<file path="config.mk">
export PLATFORM = sky130hd
export DESIGN_NAME = can_status_wakeup_flags
export DESIGN_NICKNAME = d
export VERILOG_FILES = /design/src/can_flag_pkg.sv /design/src/can_status_wakeup_flags.sv
export SDC_FILE = /design/constraint.sdc
export NUM_CORES = 1
export LEC_CHECK = 0
export ABC_AREA = 1
export BUFFER_PORTS_ARGS = -buffer_cell sky130_fd_sc_hd__buf_2
export CAP_MARGIN = 20
export CORE_UTILIZATION = 40
export CTS_BUF_LIST = sky130_fd_sc_hd__clkbuf_8 sky130_fd_sc_hd__clkbuf_16
export DETAILED_ROUTE_END_ITERATION = 6
export PLACE_DENSITY = 0.76
export SLEW_MARGIN = 15
export SYNTH_ARGS = -nofsm -noshare
export SYNTH_HDL_FRONTEND = slang
export SYNTH_SLANG_ARGS = --single-unit
export TNS_END_PERCENT = 100
</file>
<file path="constraint.sdc">
create_clock -name mclk -period 2.2 [get_ports mclk]
set_input_delay 0.33 -clock mclk [delete_from_list [all_inputs] [get_ports mclk]]
set_output_delay 0.33 -clock mclk [all_outputs]
set_load 0.02 [all_outputs]
</file>
<file path="src/can_flag_pkg.sv">
// Package: register map, field layout and thresholds of the CAN flag block
package can_flag_pkg;

    // ------------------------------------------------------------
    // Register offsets (byte addresses)
    // ------------------------------------------------------------
    localparam logic [3:0] OFF_FLAG_STATUS = 4'h0;
    localparam logic [3:0] OFF_INT_ENABLE  = 4'h4;
    localparam logic [3:0] OFF_CONTROL     = 4'h8;
    localparam logic [3:0] OFF_COUNTERS    = 4'hc;

    // ------------------------------------------------------------
    // Field positions
    // ------------------------------------------------------------
    localparam int WAKE_BIT      = 7;
    localparam int CHANGE_BIT    = 6;
    localparam int RX_STATE_LSB  = 4;
    localparam int TX_STATE_LSB  = 2;
    localparam int CTL_WAKE_EN   = 0;
    localparam int CTL_INIT_REQ  = 1;
    localparam int CTL_SLEEP     = 2;

    // ------------------------------------------------------------
    // Reset values
    // ------------------------------------------------------------
    localparam logic [7:0] FLAG_RESET  = 8'h00;
    localparam logic [7:0] ENABLE_RESET = 8'h00;
    localparam logic [2:0] CTL_RESET   = 3'h0;

    // ------------------------------------------------------------
    // Error count thresholds
    // ------------------------------------------------------------
    localparam logic [8:0] WARN_LEVEL    = 9'h060;
    localparam logic [8:0] PASSIVE_LEVEL = 9'h07f;
    localparam logic [8:0] BUSOFF_LEVEL  = 9'h0ff;

    // ------------------------------------------------------------
    // Types
    // ------------------------------------------------------------
    typedef enum logic [1:0] {
        STATE_OK      = 2'h0,
        STATE_WARNING = 2'h1,
        STATE_PASSIVE = 2'h2,
        STATE_BUSOFF  = 2'h3
    } bus_state_t;

    typedef struct packed {
        bus_state_t rx;
        bus_state_t tx;
    } bus_status_t;

    typedef enum logic [1:0] {
        RESP_OKAY   = 2'h0,
        RESP_SLVERR = 2'h2
    } axi_resp_t;

endpackage

</file>
<file path="src/can_status_wakeup_flags.sv">
// Flag, bus-state and interrupt logic of a CAN receiver flag register
//
// Behaviour
// - Set wake-up flag bit 7 on bus activity in sleep when wake-up enabled.
// - Wake-up interrupt pending while wake-up flag set and unmasked.
// - Set status-change flag bit 6 when counters change the bus state.
// - Error interrupt pending while status-change flag set and unmasked.
// - State fields update only while no status-change flag is pending.
// - Receiver state in bits 5-4; 00 means receive error count below 96.
// - Transmitter state in bits 3-2; 00 means transmit error count below 96.
// - State fields are not affected by initialization mode.
// - On status-change, fields show the state matching the causing counters, unless it lands on the write that clears a pending flag.
// - Writing one clears a flag, zero is ignored; state fields read-only.
// - Flags held in reset while init request and acknowledge are both one.
// - Software flag writes act only outside initialization mode.
module can_status_wakeup_flags (
    // Clock and reset
    input  wire logic        mclk,
    input  wire logic        reset_n,
    // AXI4-Lite write address
    input  wire logic [3:0]  s_axi_awaddr,
    input  wire logic        s_axi_awvalid,
    output logic             s_axi_awready,
    // AXI4-Lite write data
    input  wire logic [31:0] s_axi_wdata,
    input  wire logic [3:0]  s_axi_wstrb,
    input  wire logic        s_axi_wvalid,
    output logic             s_axi_wready,
    // AXI4-Lite write response
    output logic [1:0]       s_axi_bresp,
    output logic             s_axi_bvalid,
    input  wire logic        s_axi_bready,
    // AXI4-Lite read address
    input  wire logic [3:0]  s_axi_araddr,
    input  wire logic        s_axi_arvalid,
    output logic             s_axi_arready,
    // AXI4-Lite read data
    output logic [31:0]      s_axi_rdata,
    output logic [1:0]       s_axi_rresp,
    output logic             s_axi_rvalid,
    input  wire logic        s_axi_rready,
    // Controller side
    input  wire logic        busActivity,
    input  wire logic        initModeAcknowledge,
    input  wire logic [8:0]  transmitErrorCount,
    input  wire logic [7:0]  receiveErrorCount,
    // Requests
    output logic             initModeRequest,
    output logic             sleepRequest,
    output logic             wakeUpIrq,
    output logic             errorIrq,
    output logic             irq
);

    // ------------------------------------------------------------
    // Input synchronisers
    // ------------------------------------------------------------
    // Bus activity comes from the transceiver pin, so it is retimed first
    logic activityMeta_q;
    logic activitySync_q;

    always_ff @(posedge mclk or negedge reset_n) begin
        if (!reset_n) begin
            activityMeta_q <= 1'b0;
            activitySync_q <= 1'b0;
        end else begin
            activityMeta_q <= busActivity;
            activitySync_q <= activityMeta_q;
        end
    end

    // ------------------------------------------------------------
    // Register state
    // ------------------------------------------------------------
    logic                      wakeFlag_q;
    logic                      changeFlag_q;
    can_flag_pkg::bus_status_t status_q;
    can_flag_pkg::bus_status_t liveStatus;
    can_flag_pkg::bus_status_t seenStatus_q;
    logic [7:0]                intEnable_q;
    logic [2:0]                control_q;
    logic                      initActive;
    logic                      wakeEnable;
    logic                      sleepMode;

    assign initActive = control_q[can_flag_pkg::CTL_INIT_REQ] & initModeAcknowledge;
    assign wakeEnable = control_q[can_flag_pkg::CTL_WAKE_EN];
    assign sleepMode  = control_q[can_flag_pkg::CTL_SLEEP];

    // ------------------------------------------------------------
    // Bus state decode
    // ------------------------------------------------------------
    always_comb begin
        if ({1'b0, receiveErrorCount} > can_flag_pkg::PASSIVE_LEVEL) begin
            liveStatus.rx = can_flag_pkg::STATE_PASSIVE;
        end else if ({1'b0, receiveErrorCount} >= can_flag_pkg::WARN_LEVEL) begin
            liveStatus.rx = can_flag_pkg::STATE_WARNING;
        end else begin
            liveStatus.rx = can_flag_pkg::STATE_OK;
        end
        if (transmitErrorCount > can_flag_pkg::BUSOFF_LEVEL) begin
            liveStatus.tx = can_flag_pkg::STATE_BUSOFF;
        end else if (transmitErrorCount > can_flag_pkg::PASSIVE_LEVEL) begin
            liveStatus.tx = can_flag_pkg::STATE_PASSIVE;
        end else if (transmitErrorCount >= can_flag_pkg::WARN_LEVEL) begin
            liveStatus.tx = can_flag_pkg::STATE_WARNING;
        end else begin
            liveStatus.tx = can_flag_pkg::STATE_OK;
        end
    end

    // ------------------------------------------------------------
    // AXI4-Lite write channel
    // ------------------------------------------------------------
    logic        awHeld_q;
    logic        wHeld_q;
    logic [3:0]  awAddr_q;
    logic [31:0] wData_q;
    logic [3:0]  wStrb_q;
    logic        doWrite;

    assign doWrite = awHeld_q & wHeld_q & ~s_axi_bvalid;

    always_ff @(posedge mclk or negedge reset_n) begin
        if (!reset_n) begin
            awHeld_q      <= 1'b0;
            wHeld_q       <= 1'b0;
            awAddr_q      <= 4'h0;
            wData_q       <= 32'h0000_0000;
            wStrb_q       <= 4'h0;
            s_axi_awready <= 1'b0;
            s_axi_wready  <= 1'b0;
            s_axi_bvalid  <= 1'b0;
            s_axi_bresp   <= 2'h0;
        end else begin
            // Held off while a response waits, so only one write is ever in flight
            s_axi_awready <= ~awHeld_q & ~s_axi_bvalid & ~(s_axi_awvalid & s_axi_awready);
            s_axi_wready  <= ~wHeld_q & ~s_axi_bvalid & ~(s_axi_wvalid & s_axi_wready);
            if (s_axi_awvalid & s_axi_awready) begin
                awHeld_q <= 1'b1;
                awAddr_q <= s_axi_awaddr;
            end
            if (s_axi_wvalid & s_axi_wready) begin
                wHeld_q <= 1'b1;
                wData_q <= s_axi_wdata;
                wStrb_q <= s_axi_wstrb;
            end
            if (doWrite) begin
                awHeld_q     <= 1'b0;
                wHeld_q      <= 1'b0;
                s_axi_bvalid <= 1'b1;
                unique case (awAddr_q)
                    can_flag_pkg::OFF_FLAG_STATUS,
                    can_flag_pkg::OFF_INT_ENABLE,
                    can_flag_pkg::OFF_CONTROL,
                    can_flag_pkg::OFF_COUNTERS: s_axi_bresp <= can_flag_pkg::RESP_OKAY;
                    default:                    s_axi_bresp <= can_flag_pkg::RESP_SLVERR;
                endcase
            end else if (s_axi_bvalid & s_axi_bready) begin
                s_axi_bvalid <= 1'b0;
            end
        end
    end

    // Write-one-to-clear strobes; blocked during initialization mode
    logic flagWrite;
    logic clearWake;
    logic clearChange;

    assign flagWrite   = doWrite & (awAddr_q == can_flag_pkg::OFF_FLAG_STATUS)
                         & wStrb_q[0] & ~initActive;
    assign clearWake   = flagWrite & wData_q[can_flag_pkg::WAKE_BIT];
    assign clearChange = flagWrite & wData_q[can_flag_pkg::CHANGE_BIT];

    // ------------------------------------------------------------
    // Control and enable registers
    // ------------------------------------------------------------
    always_ff @(posedge mclk or negedge reset_n) begin
        if (!reset_n) begin
            intEnable_q <= can_flag_pkg::ENABLE_RESET;
            control_q   <= can_flag_pkg::CTL_RESET;
        end else if (doWrite & wStrb_q[0]) begin
            if (awAddr_q == can_flag_pkg::OFF_INT_ENABLE) begin
                intEnable_q <= wData_q[7:0];
            end
            if (awAddr_q == can_flag_pkg::OFF_CONTROL) begin
                control_q <= wData_q[2:0];
            end
        end
    end

    // ------------------------------------------------------------
    // Flags
    // ------------------------------------------------------------
    // Set beats clear so an event landing on the clearing write is kept
    always_ff @(posedge mclk or negedge reset_n) begin
        if (!reset_n) begin
            wakeFlag_q <= 1'b0;
        end else if (initActive) begin
            wakeFlag_q <= 1'b0;
        end else if (activitySync_q & sleepMode & wakeEnable) begin
            wakeFlag_q <= 1'b1;
        end else if (clearWake) begin
            wakeFlag_q <= 1'b0;
        end
    end

    logic stateMoved;
    assign stateMoved = (liveStatus != seenStatus_q);

    // Tracks the last decoded state so only a real transition raises the flag
    always_ff @(posedge mclk or negedge reset_n) begin
        if (!reset_n) begin
            seenStatus_q <= '{can_flag_pkg::STATE_OK, can_flag_pkg::STATE_OK};
        end else begin
            seenStatus_q <= liveStatus;
        end
    end

    always_ff @(posedge mclk or negedge reset_n) begin
        if (!reset_n) begin
            changeFlag_q <= 1'b0;
        end else if (initActive) begin
            changeFlag_q <= 1'b0;
        end else if (stateMoved) begin
            changeFlag_q <= 1'b1;
        end else if (clearChange) begin
            changeFlag_q <= 1'b0;
        end
    end

    // Frozen while the flag stands; a change during the freeze raises no new flag,
    // as seenStatus follows every cycle; the fields take the live state once cleared.
    always_ff @(posedge mclk or negedge reset_n) begin
        if (!reset_n) begin
            status_q <= '{can_flag_pkg::STATE_OK, can_flag_pkg::STATE_OK};
        end else if (~changeFlag_q) begin
            status_q <= liveStatus;
        end
    end

    // ------------------------------------------------------------
    // Interrupts
    // ------------------------------------------------------------
    always_ff @(posedge mclk or negedge reset_n) begin
        if (!reset_n) begin
            wakeUpIrq       <= 1'b0;
            errorIrq        <= 1'b0;
            irq             <= 1'b0;
            initModeRequest <= 1'b0;
            sleepRequest    <= 1'b0;
        end else begin
            wakeUpIrq       <= wakeFlag_q & intEnable_q[can_flag_pkg::WAKE_BIT];
            errorIrq        <= changeFlag_q & intEnable_q[can_flag_pkg::CHANGE_BIT];
            irq             <= (wakeFlag_q & intEnable_q[can_flag_pkg::WAKE_BIT])
                               | (changeFlag_q & intEnable_q[can_flag_pkg::CHANGE_BIT]);
            initModeRequest <= control_q[can_flag_pkg::CTL_INIT_REQ];
            sleepRequest    <= sleepMode;
        end
    end

    // ------------------------------------------------------------
    // AXI4-Lite read channel
    // ------------------------------------------------------------
    logic [31:0] readWord;

    always_comb begin
        readWord = 32'h0000_0000;
        unique case (s_axi_araddr)
            can_flag_pkg::OFF_FLAG_STATUS: readWord[7:0] = {wakeFlag_q, changeFlag_q,
                                                           status_q, 2'h0};
            can_flag_pkg::OFF_INT_ENABLE:  readWord[7:0] = intEnable_q;
            can_flag_pkg::OFF_CONTROL:     readWord[3:0] = {initModeAcknowledge, control_q};
            can_flag_pkg::OFF_COUNTERS:    readWord[24:0] = {receiveErrorCount, 7'h00,
                                                            transmitErrorCount, 1'b0};
            default:                       readWord = 32'h0000_0000;
        endcase
    end

    always_ff @(posedge mclk or negedge reset_n) begin
        if (!reset_n) begin
            s_axi_arready <= 1'b0;
            s_axi_rvalid  <= 1'b0;
            s_axi_rdata   <= 32'h0000_0000;
            s_axi_rresp   <= 2'h0;
        end else begin
            s_axi_arready <= ~s_axi_rvalid & ~(s_axi_arvalid & s_axi_arready);
            if (s_axi_arvalid & s_axi_arready) begin
                s_axi_rvalid <= 1'b1;
                s_axi_rdata  <= readWord;
                unique case (s_axi_araddr)
                    can_flag_pkg::OFF_FLAG_STATUS,
                    can_flag_pkg::OFF_INT_ENABLE,
                    can_flag_pkg::OFF_CONTROL,
                    can_flag_pkg::OFF_COUNTERS: s_axi_rresp <= can_flag_pkg::RESP_OKAY;
                    default:                    s_axi_rresp <= can_flag_pkg::RESP_SLVERR;
                endcase
            end else if (s_axi_rvalid & s_axi_rready) begin
                s_axi_rvalid <= 1'b0;
            end
        end
    end

endmodule // can_status_wakeup_flags

</file>
* Yosys cells after proc, flatten, opt, wreduce, memory -nomap -nowiden
Cells that the tools add are included.
** Word-level totals
- Bits in registers :: 77
- Latch bits :: 0
- Bits in writable memories :: 0
- Bits in read-only memories :: 0
- Input bits :: 70
- Output and inout port bits :: 46
- Logic and storage cells :: 108
- Memories :: 0
** Operators by class
- Add/subtract/negate cells :: 0
- Multiply operators :: 0
- Divide/modulo/power cells :: 0
- $lt $le $gt $ge :: 5
- Eq/ne operators :: 7
- Shift operators :: 0
- Muxes and demuxes :: 24
- Bitwise logic cells :: 32
- Reduce and logical (&&, ||, !) cells :: 12
** Operator list (count)
- $and 1x1->1 :: 23
- $mux 17 :: 1
- $eq 4x4->1 const B :: 4
- $mux 1 :: 16
- $pmux 4 s4 :: 1
- $pmux 4 s3 :: 1
- $mux 2 :: 5
- $ge 9x7->1 const B :: 1
- $gt 9x7->1 const B :: 1
- $gt 9x8->1 const B :: 1
- $eq 4x3->1 const B :: 2
- $ge 8x7->1 const B :: 1
- $gt 8x7->1 const B :: 1
- $logic_not 4->1 :: 2
- $not 1->1 :: 8
- $reduce_bool 2->1 :: 4
- $reduce_or 4->1 :: 2
- $reduce_bool 3->1 :: 2
- $ne 4x4->1 :: 1
- $reduce_and 2->1 :: 2
- $or 1x1->1 :: 1

* Depth between registers and ports, before layout
- Depth in word-level cells :: 9
- Depth in mapped cells :: 8
- Gate-level depth less buffers :: 8

* Worst setup path before layout
No wires, ideal clock.
- Kind :: reg-to-reg
- From :: reg s_axi_bvalid
- To :: reg intEnable_q[6]
- Data arrival time :: 1186 ps
- Setup slack :: 897 ps
- Stages on the path, launching flop included :: 8
- Period minus slack after synthesis :: 1303 ps
- Cell sequence :: dfrtp_1 > inv_2 > nand3_4 > nor2_4 > nand4_4 > buf_6 > nand2_1 > o21ai_2
** Between the ends
- Word-level cells in the longest chain between the ends :: 4
** Ends and longest elaborated chain
- start, declared :: RTL line can_status_wakeup_flags.sv:31 : output logic s_axi_bvalid,
- start signal, assigned :: RTL line can_status_wakeup_flags.sv:133 : s_axi_bvalid <= 1'b0;
- start signal, assigned :: RTL line can_status_wakeup_flags.sv:151 : s_axi_bvalid <= 1'b1;
- start signal, assigned :: RTL line can_status_wakeup_flags.sv:160 : s_axi_bvalid <= 1'b0;
- $not 1->1 :: RTL line can_status_wakeup_flags.sv:122 : assign doWrite = awHeld_q & wHeld_q & ~s_axi_bvalid;
- $and 1x1->1 :: RTL line can_status_wakeup_flags.sv:122
- $and 1x1->1 :: RTL line can_status_wakeup_flags.sv:182 : end else if (doWrite & wStrb_q[0]) begin
- $reduce_and 2->1 (no line)
- end signal, assigned :: RTL line can_status_wakeup_flags.sv:180 : intEnable_q <= can_flag_pkg::ENABLE_RESET;
- end signal, assigned :: RTL line can_status_wakeup_flags.sv:184 : intEnable_q <= wData_q[7:0];
- end, declared :: RTL line can_status_wakeup_flags.sv:80 : logic [7:0] intEnable_q;
Every way passes these cells.
A chain may end at the register's enable or synchronous reset.

* Final worst setup path
- From :: reg s_axi_bvalid
- To :: reg intEnable_q[3]
Same word-level chain as after synthesis.

==> impl_metrics.json <==
{
  "finalSetupTns_ps": 0,
  "final.min_clock_period_ps": 1420,
  "synth_cells": 331,
  "period_share": 0.644,
  "cpMaxStageDelayCell": "dfrtp_1",
  "clock_path_buffers": 2,
  "hold_class": "input port to async pin",
  "setup_ws_ps": 783,
  "clkLatencyLatePin_ps": 340,
  "crit_type": "flip-flop to flip-flop",
  "fp.dieArea_um2": 7720,
  "avgSynthCellArea_um2": 8.91,
  "fp.dieW_um": 87.9,
  "skew_ps": 7.31,
  "grt_pass1_vias": 2209,
  "cts-root-buf": "clkbuf_8",
  "finalHoldViolCount": 2,
  "dr_total_vias": 2277,
  "cp_num_buf_inv": 1,
  "power_uw": 4000,
  "startpoint_type": "flip-flop",
  "synth_area_leader_cell": "dfrtp_1",
  "wl_per_cell_um": 11.5,
  "status": "complete, but fails checks",
  "cp_max_fo": 16,
  "antenna_left": 0,
  "grt_max_degree": 43,
  "synth_cell_type_count": 25,
  "synth_seq_cells": 68,
  "dp_hpwl_mm": 4.30,
  "rows": 30,
  "crit_family": "simple AND/OR/NAND/NOR gates",
  "post_cts_buffers": 0,
  "cts_resized": 0,
  "synth-compound-area-share": 0.0891,
  "drt_pass1_iterations": 4,
  "synth_area_leaders": "dfrtp_1, nand2_1, o21ai_0",
  "end_kind": "flip-flop",
  "stdcell_count": 507,
  "wl_mm": 5.85,
  "peakVddDrop_v": 0.000520,
  "critPathArrivalTime_ps": 1630,
  "syn_area_um2": 2950,
  "setup_viol": 0,
  "viasPerCell": 4.49,
  "synthMuxAreaShare": 0.00382,
  "violations": "hold timing",
  "grt_setup_unrepaired": "false",
  "netlist.area_leader.share": 0.577,
  "io_pins": 116,
  "grt.total_usage": 0.166,
  "placeableCoreArea_um2": 6940,
  "dp.cells": 493,
  "io_buffers": 72,
  "clock_sinks": 68,
  "ys_seq_area_frac": 0.577,
  "r2r_setup_slack_ps": 780,
  "final_nets": 478,
  "worst_path_largest_cell_delay_ps": 420,
  "p_leak_uw": 0.00197,
  "required_ps": 2420,
  "fmax_ghz": 0.706,
  "synth_top_family_by_area": "simple AND/OR/NAND/NOR gates",
  "antenna_found_initial": 0,
  "slew_headroom": 0.591,
  "worst_pin_slew_ps": 613,
  "whs_ps": -0.737,
  "cp_cell_sequence": "inv_2, nand3_4, nor2_4, nand4_4, nor2_1, a21oi_2",
  "ys_warn_count": 0,
  "final_layout_size_suffix_gt1_frac": 0.255,
  "initial_utilization": 0.425,
  "dieHeight_um": 87.9,
  "synth_simple_gate_area_frac": 0.232,
  "clk_pin_slew_ps": 70,
  "route.detailed.drc": 0,
  "grt_pass1_wl_mm": 9.67,
  "syn2layout_area_growth_pct": 21.1,
  "synth-xor-area-share": 0,
  "pwr_density_cell_nw_per_um2": 1120,
  "cts_made_buffers": 9,
  "gp_congestion": 0.759,
  "synth_fa_ha_area_frac": 0,
  "n_antenna_cell": 0,
  "cts_tree": "built",
  "cts_hold_buffers": 0,
  "slew_viol_final": 0,
  "drv_cap": 0,
  "grt-ovfl-total": 0,
  "dr.first_iter.drc_count": 67,
  "cts_max_level": 3,
  "dp_slack_ps": 696
}
[registers in the layout (all words and copies together), names as in the netlist, 3 cells and up]
signal        count
awAddr_q          4
seenStatus_q      4
intEnable_q       8
wData_q           8
s_axi_rdata      18
status_q          4
control_q         3
[cells in the final DEF, fill, tap and decap left out, types with 2 or more instances in the layout]
cell        n
nand2_1   122
nand3_1    13
o21ai_2     7
inv_1      32
a21oi_1     2
buf_2      72
nand4_1     6
nor2_1     10
clkbuf_8   13
o21ai_0    31
dfrtp_1    68
buf_4       2
nor2_4      3
conb_1     16
o31ai_1     3
[logic make-up (layout without fill, tap and decap cells)]
logic type,Yosys count,count (layout)
simple gates,158,158
flops,68,68
buf+inv,58,123
compound gates,45,45
other cells,1,16
mux,1,1
[where the power goes]
part           switching (µW)  internal (µW)  leakage, µW
sequential                249           1650     0.000875
clock                     423            635     0.000108
combinational             688            358     0.000983
total                    1360           2640      0.00197
[cells in the mapped netlist, drive strengths merged]
cell	n
a21oi	3
buf	18
clkbuf	6
clkinv	1
conb	1
dfrtp	68
inv	33
mux2	1
nand2	122
nand3	14
nand3b	1
nand4	7
nor2	14
o21ai	39
o31ai	3
[stage by stage]
stage,cell area (µm²),util,hold WS [ps]
6_report,3570,0.514,-0.737
2_1_floorplan,3010,-,34.4
3_3_place_gp,3360,0.484,334
3_5_place_dp,3360,0.484,342
4_1_cts,3570,0.514,10.8
5_1_grt,3570,0.514,39.9
[path summary, 6_finish.rpt]
| path | start | to | cells past startpoint |
|---|---|---|---|
| setup reg to reg | s_axi_bvalid | intEnable_q[3] | 6 |
| hold / removal | reset_n | s_axi_rvalid | 1 |
| hold reg to reg | activityMeta_q | activitySync_q | 0 |
| max in group asynchronous | reset_n | s_axi_rdata[17] | 2 |
| min in group mclk | busActivity | activityMeta_q | 1 |
| setup / recovery | s_axi_bvalid | intEnable_q[3] | 6 |
[layer usage]
layer  track usage  up-vias  part of all wire
met1         0.209     1022              0.47
li1              -     1164                 -
met4        0.0596        0            0.0082
met5             0        -                 0
met3        0.0603        7             0.063
met2         0.266       84              0.46
[area by class of cell]
class | instances | area, µm²
fillers | 675 | 3370
flip-flops and latches | 68 | 1700
multi-input cells | 220 | 1020
repair buffers | 75 | 395
clock buffers | 13 | 179
inverters | 34 | 128
well taps | 96 | 120
clock inverters | 1 | 30.0
Power figures use the tool's default switching activity.
